===== src/vem_pkg.sv =====
// Purpose: Shared constants for the video extent measurement block
// Assumes: Byte-wide register port, 16-bit register addresses
package vem_pkg;
   localparam int ADDR_W = 16;
   localparam int DATA_W = 8;
   localparam int CNT_W = 16;
   localparam int DIV_W = 8;
   localparam logic [15:0] ADDR_CTRL = 16'h8400;
   localparam logic [15:0] ADDR_OVR = 16'hFFF8;
   localparam logic [15:0] ADDR_INSEL = 16'hFFFD;
   localparam logic [15:0] ADDR_RES_BASE = 16'h8580;
   localparam logic [15:0] ADDR_RES_LAST = 16'h858F;
   localparam logic [15:0] ADDR_CFG = 16'h85A0;
   localparam logic [15:0] ADDR_DIV = 16'h85A1;
   localparam logic [15:0] ADDR_IRQ_STAT = 16'h85A2;
   localparam logic [15:0] ADDR_IRQ_MASK = 16'h85A3;
   localparam int CTRL_OSD_MASTER = 0;
   localparam int CTRL_WIN0 = 1;
   localparam int CTRL_WIN1 = 2;
   localparam int CTRL_START = 6;
   localparam int CTRL_DONE = 7;
   localparam int OVR_LO = 4;
   localparam int OVR_HI = 5;
   localparam int INSEL_BIT = 3;
   localparam int CFG_USE_SYNC = 0;
   localparam int CFG_HSYNC_INV = 1;
   localparam int CFG_VSYNC_INV = 2;
   localparam int IRQ_DONE = 0;
   localparam int IRQ_FIELD = 1;
   localparam int IRQ_W = 2;
   localparam logic [7:0] CTRL_RESET = 8'h00;
   localparam logic [7:0] OVR_RESET = 8'h00;
   localparam logic [7:0] INSEL_RESET = 8'h08;
   localparam logic [7:0] CFG_RESET = 8'h00;
   localparam logic [DIV_W-1:0] DIV_RESET = 8'h01;
   localparam logic [CNT_W-1:0] PORCH_INIT = 16'hFFFF;
   typedef enum logic [1:0] {
      VEM_IDLE = 2'b00,
      VEM_ARM = 2'b01,
      VEM_RUN = 2'b10,
      VEM_DONE = 2'b11
   } vem_state_t;
endpackage


===== src/vem_axis_if.sv =====
// Purpose: Carries one axis of reference, video and results
// Assumes: Driven by the top, served by one axis measurer
// Notes: One instance per horizontal and vertical axis
interface vem_axis_if #(parameter int CNT_W = 16);
   logic refLvl;
   logic videoLvl;
   logic unitTick;
   logic run;
   logic clear;
   logic [CNT_W-1:0] width;
   logic [CNT_W-1:0] backPorch;
   logic [CNT_W-1:0] frontPorch;
   logic refRise;
   modport meas(input refLvl, videoLvl, unitTick, run, clear,
      output width, backPorch, frontPorch, refRise);
   modport ctl(output refLvl, videoLvl, unitTick, run, clear,
      input width, backPorch, frontPorch, refRise);
endinterface


===== src/vem_tick_div.sv =====
// Purpose: OSD pixel rate enable from the PLL pixel clock
// Assumes: Divisor of zero is treated as one
// Notes: Tick is a one-cycle pulse, held high every cycle when the divisor is zero or one
module vem_tick_div #(parameter int DIV_W = 8)
(
   input wire logic clk,
   input wire logic reset,
   input wire logic [DIV_W-1:0] divisor,
   output logic tick
);
   logic [DIV_W-1:0] cnt_reg, cnt_next;
   if (DIV_W < 1)
   begin
      $error("DIV_W must be at least 1");
   end
   always_comb
   begin
      if (cnt_reg + DIV_W'(1) >= divisor)
      begin
         cnt_next = '0;
      end
      else
      begin
         cnt_next = cnt_reg + DIV_W'(1);
      end
   end
   always_ff @(posedge clk)
   begin
      if (reset)
      begin
         cnt_reg <= '0;
      end
      else
      begin
         cnt_reg <= cnt_next;
      end
   end
   assign tick = (cnt_next == '0);
endmodule


===== src/vem_axis_meas.sv =====
// Purpose: Width and shortest porches along one axis
// Assumes: Reference and video levels synchronous to clk
// Notes: Counts saturate; porch registers start at all ones
module vem_axis_meas #(parameter int CNT_W = 16)
(
   input wire logic clk,
   input wire logic reset,
   vem_axis_if.meas ax
);
   logic refD_reg, refD_next, vidD_reg, vidD_next;
   logic lookBack_reg, lookBack_next, vidSeen_reg, vidSeen_next;
   logic [CNT_W-1:0] wCnt_reg, wCnt_next, since_reg, since_next;
   logic [CNT_W-1:0] afterVid_reg, afterVid_next;
   logic [CNT_W-1:0] width_reg, width_next, back_reg, back_next;
   logic [CNT_W-1:0] front_reg, front_next;
   logic refRise, refFall, vidRise, vidFall;
   if (CNT_W < 2)
   begin
      $error("CNT_W must be at least 2");
   end
   function automatic logic [CNT_W-1:0] satInc(input logic [CNT_W-1:0] v);
      satInc = (&v) ? v : v + CNT_W'(1);
   endfunction
   assign refRise = ax.refLvl & ~refD_reg;
   assign refFall = ~ax.refLvl & refD_reg;
   assign vidRise = ax.videoLvl & ~vidD_reg;
   assign vidFall = ~ax.videoLvl & vidD_reg;
   always_comb
   begin
      refD_next = ax.refLvl;
      vidD_next = ax.videoLvl;
      wCnt_next = wCnt_reg;
      since_next = since_reg;
      afterVid_next = afterVid_reg;
      lookBack_next = lookBack_reg;
      vidSeen_next = vidSeen_reg;
      width_next = width_reg;
      back_next = back_reg;
      front_next = front_reg;
      if (ax.unitTick)
      begin
         if (ax.refLvl)
         begin
            wCnt_next = satInc(wCnt_reg);
         end
         since_next = satInc(since_reg);
         afterVid_next = satInc(afterVid_reg);
      end
      if (refFall)
      begin
         if (ax.run)
         begin
            width_next = wCnt_reg;
         end
         since_next = '0;
         lookBack_next = 1'b1;
      end
      if (vidRise && lookBack_reg)
      begin
         lookBack_next = 1'b0;
         if (ax.run && since_reg < back_reg)
         begin
            back_next = since_reg;
         end
      end
      if (vidFall)
      begin
         afterVid_next = '0;
         vidSeen_next = 1'b1;
      end
      if (refRise)
      begin
         wCnt_next = '0;
         lookBack_next = 1'b0;
         vidSeen_next = 1'b0;
         if (ax.run && vidSeen_reg && afterVid_reg < front_reg)
         begin
            front_next = afterVid_reg;
         end
      end
      if (ax.clear)
      begin
         width_next = '0;
         back_next = '1;
         front_next = '1;
      end
   end
   always_ff @(posedge clk)
   begin
      if (reset)
      begin
         refD_reg <= 1'b0;
         vidD_reg <= 1'b0;
         wCnt_reg <= '0;
         since_reg <= '0;
         afterVid_reg <= '0;
         lookBack_reg <= 1'b0;
         vidSeen_reg <= 1'b0;
         width_reg <= '0;
         back_reg <= '1;
         front_reg <= '1;
      end
      else
      begin
         refD_reg <= refD_next;
         vidD_reg <= vidD_next;
         wCnt_reg <= wCnt_next;
         since_reg <= since_next;
         afterVid_reg <= afterVid_next;
         lookBack_reg <= lookBack_next;
         vidSeen_reg <= vidSeen_next;
         width_reg <= width_next;
         back_reg <= back_next;
         front_reg <= front_next;
      end
   end
   assign ax.width = width_reg;
   assign ax.backPorch = back_reg;
   assign ax.frontPorch = front_reg;
   assign ax.refRise = refRise;
endmodule


===== src/video_extent_measurement.sv =====
// Purpose: Auto-size measurement of the incoming image extent
// Assumes: Video detect input is the above-threshold comparator output
// Notes: Horizontal in OSD pixels, vertical in lines
//
// Chosen here: the plain strobed port and the register addresses.
module video_extent_measurement
(
   input wire logic clk,
   input wire logic reset,
   input wire logic [vem_pkg::ADDR_W-1:0] addr,
   input wire logic [vem_pkg::DATA_W-1:0] wrData,
   input wire logic wrStrobe,
   input wire logic rdStrobe,
   output logic [vem_pkg::DATA_W-1:0] rdData,
   input wire logic hFlyback,
   input wire logic hSync,
   input wire logic vFlyback,
   input wire logic vSync,
   input wire logic videoDetect,
   output logic pllLockOverride,
   output logic hInputSelect,
   output logic osdMasterEnable,
   output logic [1:0] osdWindowEnable,
   output logic irq
);
   import vem_pkg::*;
   logic [7:0] ctrl_reg, ctrl_next;
   logic [7:0] ovr_reg, ovr_next;
   logic [7:0] insel_reg, insel_next;
   logic [7:0] cfg_reg, cfg_next;
   logic [DIV_W-1:0] div_reg, div_next;
   logic [IRQ_W-1:0] stat_reg, stat_next, mask_reg, mask_next;
   logic [DATA_W-1:0] rd_reg, rd_next;
   logic done_reg, done_next;
   logic lineVid_reg, lineVid_next, lineVidOut_reg, lineVidOut_next;
   vem_state_t state_reg, state_next;
   logic hRef, vRef, pixTick, startPulse, fieldEvt, doneEvt;
   logic [IRQ_W-1:0] events;
   logic [CNT_W-1:0] results [0:5];
   logic [7:0] resByte [0:15];
   vem_axis_if #(.CNT_W(CNT_W)) hAx();
   vem_axis_if #(.CNT_W(CNT_W)) vAx();

   if (CNT_W != 16)
   begin
      $error("Result bytes assume 16-bit counts");
   end

   assign hRef = cfg_reg[CFG_USE_SYNC] ? (hSync ^ cfg_reg[CFG_HSYNC_INV]) : hFlyback;
   assign vRef = cfg_reg[CFG_USE_SYNC] ? (vSync ^ cfg_reg[CFG_VSYNC_INV]) : vFlyback;

   vem_tick_div #(.DIV_W(DIV_W)) pixDiv
   (
      .clk(clk),
      .reset(reset),
      .divisor(div_reg),
      .tick(pixTick)
   );

   vem_axis_meas #(.CNT_W(CNT_W)) hMeas
   (
      .clk(clk),
      .reset(reset),
      .ax(hAx.meas)
   );

   vem_axis_meas #(.CNT_W(CNT_W)) vMeas
   (
      .clk(clk),
      .reset(reset),
      .ax(vAx.meas)
   );

   // Horizontal axis counts OSD pixels against the PLL pixel clock
   assign hAx.refLvl = hRef;
   assign hAx.videoLvl = videoDetect;
   assign hAx.unitTick = pixTick;
   assign hAx.run = (state_reg == VEM_RUN);
   assign hAx.clear = startPulse;
   // Vertical axis counts lines; a line holds video if any was seen
   assign vAx.refLvl = vRef;
   assign vAx.videoLvl = lineVidOut_reg;
   assign vAx.unitTick = hAx.refRise;
   assign vAx.run = (state_reg == VEM_RUN);
   assign vAx.clear = startPulse;

   assign results[0] = hAx.width;
   assign results[1] = hAx.backPorch;
   assign results[2] = hAx.frontPorch;
   assign results[3] = vAx.width;
   assign results[4] = vAx.backPorch;
   assign results[5] = vAx.frontPorch;

   // Result bytes, low byte at even address, unused slots read zero
   for (genvar i = 0; i < 16; i++)
   begin
      if (i < 12)
      begin
         assign resByte[i] = results[i / 2][8 * (i % 2) +: 8];
      end
      else
      begin
         assign resByte[i] = 8'h00;
      end
   end

   assign startPulse = wrStrobe && addr == ADDR_CTRL && wrData[CTRL_START];
   assign fieldEvt = vAx.refRise;
   assign doneEvt = (state_reg == VEM_RUN) && fieldEvt;
   assign events = {fieldEvt, doneEvt};

   // Measurement sequencing and line video flag
   always_comb
   begin
      state_next = state_reg;
      done_next = done_reg;
      lineVid_next = lineVid_reg | videoDetect;
      lineVidOut_next = lineVidOut_reg;
      if (hAx.refRise)
      begin
         lineVidOut_next = lineVid_reg;
         lineVid_next = videoDetect;
      end
      unique case (state_reg)
         VEM_IDLE:
         begin
         end
         VEM_ARM:
         begin
            if (fieldEvt)
            begin
               state_next = VEM_RUN;
            end
         end
         VEM_RUN:
         begin
            if (fieldEvt)
            begin
               state_next = VEM_DONE;
               done_next = 1'b1;
            end
         end
         VEM_DONE:
         begin
         end
      endcase
      if (startPulse)
      begin
         state_next = VEM_ARM;
         done_next = 1'b0;
      end
   end

   // Register writes and read data
   always_comb
   begin
      ctrl_next = ctrl_reg;
      ovr_next = ovr_reg;
      insel_next = insel_reg;
      cfg_next = cfg_reg;
      div_next = div_reg;
      mask_next = mask_reg;
      rd_next = '0;
      if (wrStrobe)
      begin
         unique case (addr)
            ADDR_CTRL:
            begin
               ctrl_next = wrData;
            end
            ADDR_OVR:
            begin
               ovr_next = wrData;
            end
            ADDR_INSEL:
            begin
               insel_next = wrData;
            end
            ADDR_CFG:
            begin
               cfg_next = wrData;
            end
            ADDR_DIV:
            begin
               div_next = wrData;
            end
            ADDR_IRQ_MASK:
            begin
               mask_next = wrData[IRQ_W-1:0];
            end
            default:
            begin
            end
         endcase
      end
      if (rdStrobe)
      begin
         if (addr >= ADDR_RES_BASE && addr <= ADDR_RES_LAST)
         begin
            rd_next = resByte[addr[3:0]];
         end
         else
         begin
            unique case (addr)
               ADDR_CTRL:
               begin
                  rd_next = {done_reg, ctrl_reg[6:0]};
               end
               ADDR_OVR:
               begin
                  rd_next = ovr_reg;
               end
               ADDR_INSEL:
               begin
                  rd_next = insel_reg;
               end
               ADDR_CFG:
               begin
                  rd_next = cfg_reg;
               end
               ADDR_DIV:
               begin
                  rd_next = div_reg;
               end
               ADDR_IRQ_STAT:
               begin
                  rd_next = {6'h00, stat_reg};
               end
               ADDR_IRQ_MASK:
               begin
                  rd_next = {6'h00, mask_reg};
               end
               default:
               begin
                  rd_next = '0;
               end
            endcase
         end
      end
   end

   always_ff @(posedge clk)
   begin
      if (reset)
      begin
         ctrl_reg <= CTRL_RESET;
         ovr_reg <= OVR_RESET;
         insel_reg <= INSEL_RESET;
         cfg_reg <= CFG_RESET;
         div_reg <= DIV_RESET;
         mask_reg <= '0;
         rd_reg <= '0;
      end
      else
      begin
         ctrl_reg <= ctrl_next;
         ovr_reg <= ovr_next;
         insel_reg <= insel_next;
         cfg_reg <= cfg_next;
         div_reg <= div_next;
         mask_reg <= mask_next;
         rd_reg <= rd_next;
      end
   end

   // Sticky status, set wins over a clearing write
   always_comb
   begin
      stat_next = stat_reg;
      if (wrStrobe && addr == ADDR_IRQ_STAT)
      begin
         stat_next = stat_reg & ~wrData[IRQ_W-1:0];
      end
      stat_next = stat_next | events;
   end

   always_ff @(posedge clk)
   begin
      if (reset)
      begin
         stat_reg <= '0;
      end
      else
      begin
         stat_reg <= stat_next;
      end
   end

   always_ff @(posedge clk)
   begin
      if (reset)
      begin
         done_reg <= 1'b0;
         lineVid_reg <= 1'b0;
         lineVidOut_reg <= 1'b0;
         state_reg <= VEM_IDLE;
      end
      else
      begin
         done_reg <= done_next;
         lineVid_reg <= lineVid_next;
         lineVidOut_reg <= lineVidOut_next;
         state_reg <= state_next;
      end
   end

   assign rdData = rd_reg;
   assign pllLockOverride = ovr_reg[OVR_HI] & ovr_reg[OVR_LO];
   assign hInputSelect = insel_reg[INSEL_BIT];
   assign osdMasterEnable = ctrl_reg[CTRL_OSD_MASTER];
   assign osdWindowEnable = {ctrl_reg[CTRL_WIN1], ctrl_reg[CTRL_WIN0]};
   assign irq = |(stat_reg & mask_reg);
endmodule


===== config.mk =====
export PLATFORM = sky130hd
export DESIGN_NAME = video_extent_measurement
export DESIGN_NICKNAME = d
export VERILOG_FILES = /design/src/vem_pkg.sv /design/src/vem_axis_if.sv /design/src/vem_tick_div.sv /design/src/vem_axis_meas.sv /design/src/video_extent_measurement.sv
export SDC_FILE = /design/constraint.sdc
export NUM_CORES = 1
export LEC_CHECK = 0
export BUFFER_PORTS_ARGS = -buffer_cell sky130_fd_sc_hd__buf_2
export CAP_MARGIN = 25
export CORE_UTILIZATION = 45
export CTS_CLUSTER_DIAMETER = 120
export DETAILED_ROUTE_END_ITERATION = 8
export GPL_TIMING_DRIVEN = 0
export MAX_ROUTING_LAYER = met4
export PLACE_DENSITY = 0.72
export SYNTH_ARGS = -nofsm -noshare
export SYNTH_HDL_FRONTEND = slang
export SYNTH_HIERARCHICAL = 1
export SYNTH_SLANG_ARGS = --single-unit

===== constraint.sdc =====
create_clock -name clk -period 3.6 [get_ports clk]
set_input_delay 0.9 -clock clk [delete_from_list [all_inputs] [get_ports clk]]
set_output_delay 0.9 -clock clk [all_outputs]
set_load 0.005 [all_outputs]

==> out/summary.txt <==
status - finished clean
post-route minimum period - 3.371 ns
setup TNS - 0 ns
max-cap violation count - 0
final hold violations - 0
maximum VDD drop - 373.6 µV
min-delay src - vMeas/ax.width[7]
IO Port Bufs - 44
NetSw - 1.509 mW
vias in the first global route - 13000
Primary FF master, synth - dfxtp_1
compound-gate portion of the synthesized area - 18.78%
worst clock skew - 0.01225 ns
1st-iter DRT viols - 1338
wire length of the first global-routing pass - 70160 µm
HPWL after detailed placement - 32690 µm
CP Capture Type - flip-flop
Die Y - 185.6 µm
Warnings, synthesis - 6
final wirelength - 44070 µm
net count after synthesis - 1871
Comb pwr share - 5.2%
worst r2r path cells - 15
Remaining Overflow, GRT - 0
Final Wtd Congestion - 0.9764
Bufs on Longest Clock Path - 3
Reg power frac - 46.5%
power per cell area - 374.8 mW/mm²
fraction of the mapped netlist area in adder cells - 6.184%
CTS buffer count - 29
Design Area, Final - 0.01699 mm²
clk slew on worst S/H paths - 0.06 ns
FP Rows - 66
arrival time worst endpoint - 3.87 ns
Sw Ratio - 23.69%
syn_area_per_cell - 8.607 µm²
largest family of logic cells by synthesized area - simple AND/OR/NAND/NOR gates
Crit Reg-Reg Startpoint - pixDiv/cnt_reg[0]
unique cell type count in the Yosys netlist - 85
Fmax - 296.6 MHz
Detailed Routing Iterations Pass 1 - 6
multiplexer share of the synthesized area - 4.708%
worst hold slack - 0.4555 ns
hold depth - 2
via count of the routed design - 14050
Post-Synth XOR/XNOR Area - 4.840%
num ports - 47
drt wl/cell - 19.15 µm
Via density - 6.103
Ant. Diodes - 0
Max H-tree Level - 1
Slew Viols, Final - 0
Hold Path Class - reg2reg
Mapped Area - 0.01517 mm²
largest net degree at the start of global routing - 23
Worst setup SP type - input port
final worst path period share - 93.65%
WP data required - 4.10 ns
worst skew pair latency - 0.56 ns
fraction of registers with async set/reset - 0%
GR Util All Layers - 26.32%
clk sinks - 264
clock share of power - 48.3%
Synth Area in Simple Gates - 24.57%
synthesized flop and latch total - 264
RSZ-0062 raised after global routing - false
Pwr Total - 6.369 mW
RR Endpoint - hMeas/wCnt_reg[8]
CTS tree - yes
Internal Power - 4.860 mW
placed cell area - 0.01595 mm²
fin nets - 1947
Seq/Total Area, Yosys - 34.83%
final setup fails - 0
Post-synth EDFFs - 0
die area - 0.03446 mm²
max_slew headroom - 41.94%
Clock Tree Root - clkbuf_16
initial antenna violation count - 0
CP Class - in2reg
layout cells sized above 1 - 12.63%
Synth Instances - 1763
Endpoint, Worst Hold - vMeas/ax.width[7]
P_leak - 6.598 nW
Layout area overhead - 11.97%
crit path max fanout - 10
post-route ant nets - 0
Starting Density - 46.17%
DRC - 0
DIE WIDTH - 185.6 µm
Worst Max-Slew Pin Slew - 0.8709 ns
core box area - 0.03287 mm²
reg2reg setup slack - 0.27 ns
worst max-delay path by stage:
stage / start / to / slack (ns) / cells past startpoint
finish: addr[0] / vMeas/ax.frontPorch[8] / 0.23 / 10
global route: pixDiv/cnt_reg[0] / hMeas/wCnt_reg[8] / 0.01 / 15
CTS: addr[0] / vMeas/ax.width[14] / 0.02 / 10
detailed placement: addr[0] / vMeas/ax.width[14] / -0.55 / 10
global placement: addr[0] / vMeas/ax.width[13] / -0.52 / 10
floorplan: addr[0] / hMeas/ax.width[10] / 0.28 / 10
layout by cell type (no fill, tap or decap), types with 18 or more instances in the layout:
cell type and count:
xor2_1 56, o31a_1 32, clkbuf_1 52, nand3_1 53, ha_1 74, mux2i_1 23, or3_1 23, mux4_2 20
o211ai_1 19, nand2b_1 22, nand2_1 123, nand4_1 92, a311oi_1 20, xnor2_1 26, a211oi_1 18, a21oi_1 96
o21ai_0 44, buf_2 78, nor3_1 83, a22oi_1 50, inv_1 97, dfxtp_1 263, nor2_1 162, clkbuf_16 29
synth_stat cells, drive strengths merged, types with 51 or more instances:
master | instances | area, µm²
a21oi | 96 | 480.5
buf | 54 | 342.8
clkbuf | 55 | 216.5
dfxtp | 264 | 5285
ha | 75 | 938.4
inv | 97 | 364.1
nand2 | 125 | 474.2
nand3 | 53 | 265.3
nand4 | 94 | 600.6
nor2 | 163 | 614.3
nor3 | 87 | 455.4
o21ai | 51 | 270.3
xor2 | 56 | 490.5
through the flow:
stage	util [%]	worst slack, ns	cells
after floorplan	-	0.2785	1763
after global placement	48.52	-0.5217	2249
after detailed placement	48.52	-0.5479	2249
after CTS	51.61	0.02018	2302
after global routing	51.70	0.01497	2302
final	51.70	0.2287	2302
cell type report:
| class | count | area [µm²] |
|---|---|---|
| repair buffers | 45 | 227.7 |
| multi-input cells | 1293 | 8996 |
| well taps | 442 | 553.0 |
| clock buffers | 40 | 867.1 |
| plain buffers | 109 | 568.0 |
| clock inverters | 12 | 128.9 |
| flip-flops and latches | 264 | 5286 |
| inverters | 97 | 364.1 |
| fillers | 3100 | 15880 |
cell families after synthesis:
family                   Yosys count
AND/OR/NAND/NOR                  697
AO/OA/AOI/OAI                    392
flip-flops                       264
buffers and inverters            206
XOR/XNOR                          83
adder cells (fa/ha/maj)           75
multiplexers                      46
routing by layer:
layer	vias to the layer above	track usage [%]	routed length, µm	share of wire (%)
li1	6708	-	-	-
met1	6638	34.59	19330	44
met2	604	41.17	19700	45
met3	98	3.365	3406	7.7
met4	0	10.07	1638	3.7
met5	-	-	0	0
worst max-delay path: stages:
cell	delay (ns)
buf_6	0.15
or4_1	0.51
buf_2	0.17
nor3_2	0.32
and4_2	0.43
or2_0	0.33
nor3_1	0.12
o211ai_1	0.32
clkbuf_1	0.44
o31a_1	0.18
power by group through the flow:
stage                     combinational, mW  sequential (mW)  clock [mW]
final                                 0.332             2.96        3.08
after global routing                  0.353             2.96        3.24
after CTS                             0.324             2.96        3.12
after detailed placement              0.323             3.03           0
after global placement                0.319             3.02           0
after floorplan                       0.202             3.02           0
timing repair:
action,in CTS,in global routing
gates resized for setup,2,14
hold buffers,0,0
setup endpoints to repair,8,73
setup buffers,1,0
(Power assumes the default switching activity.)
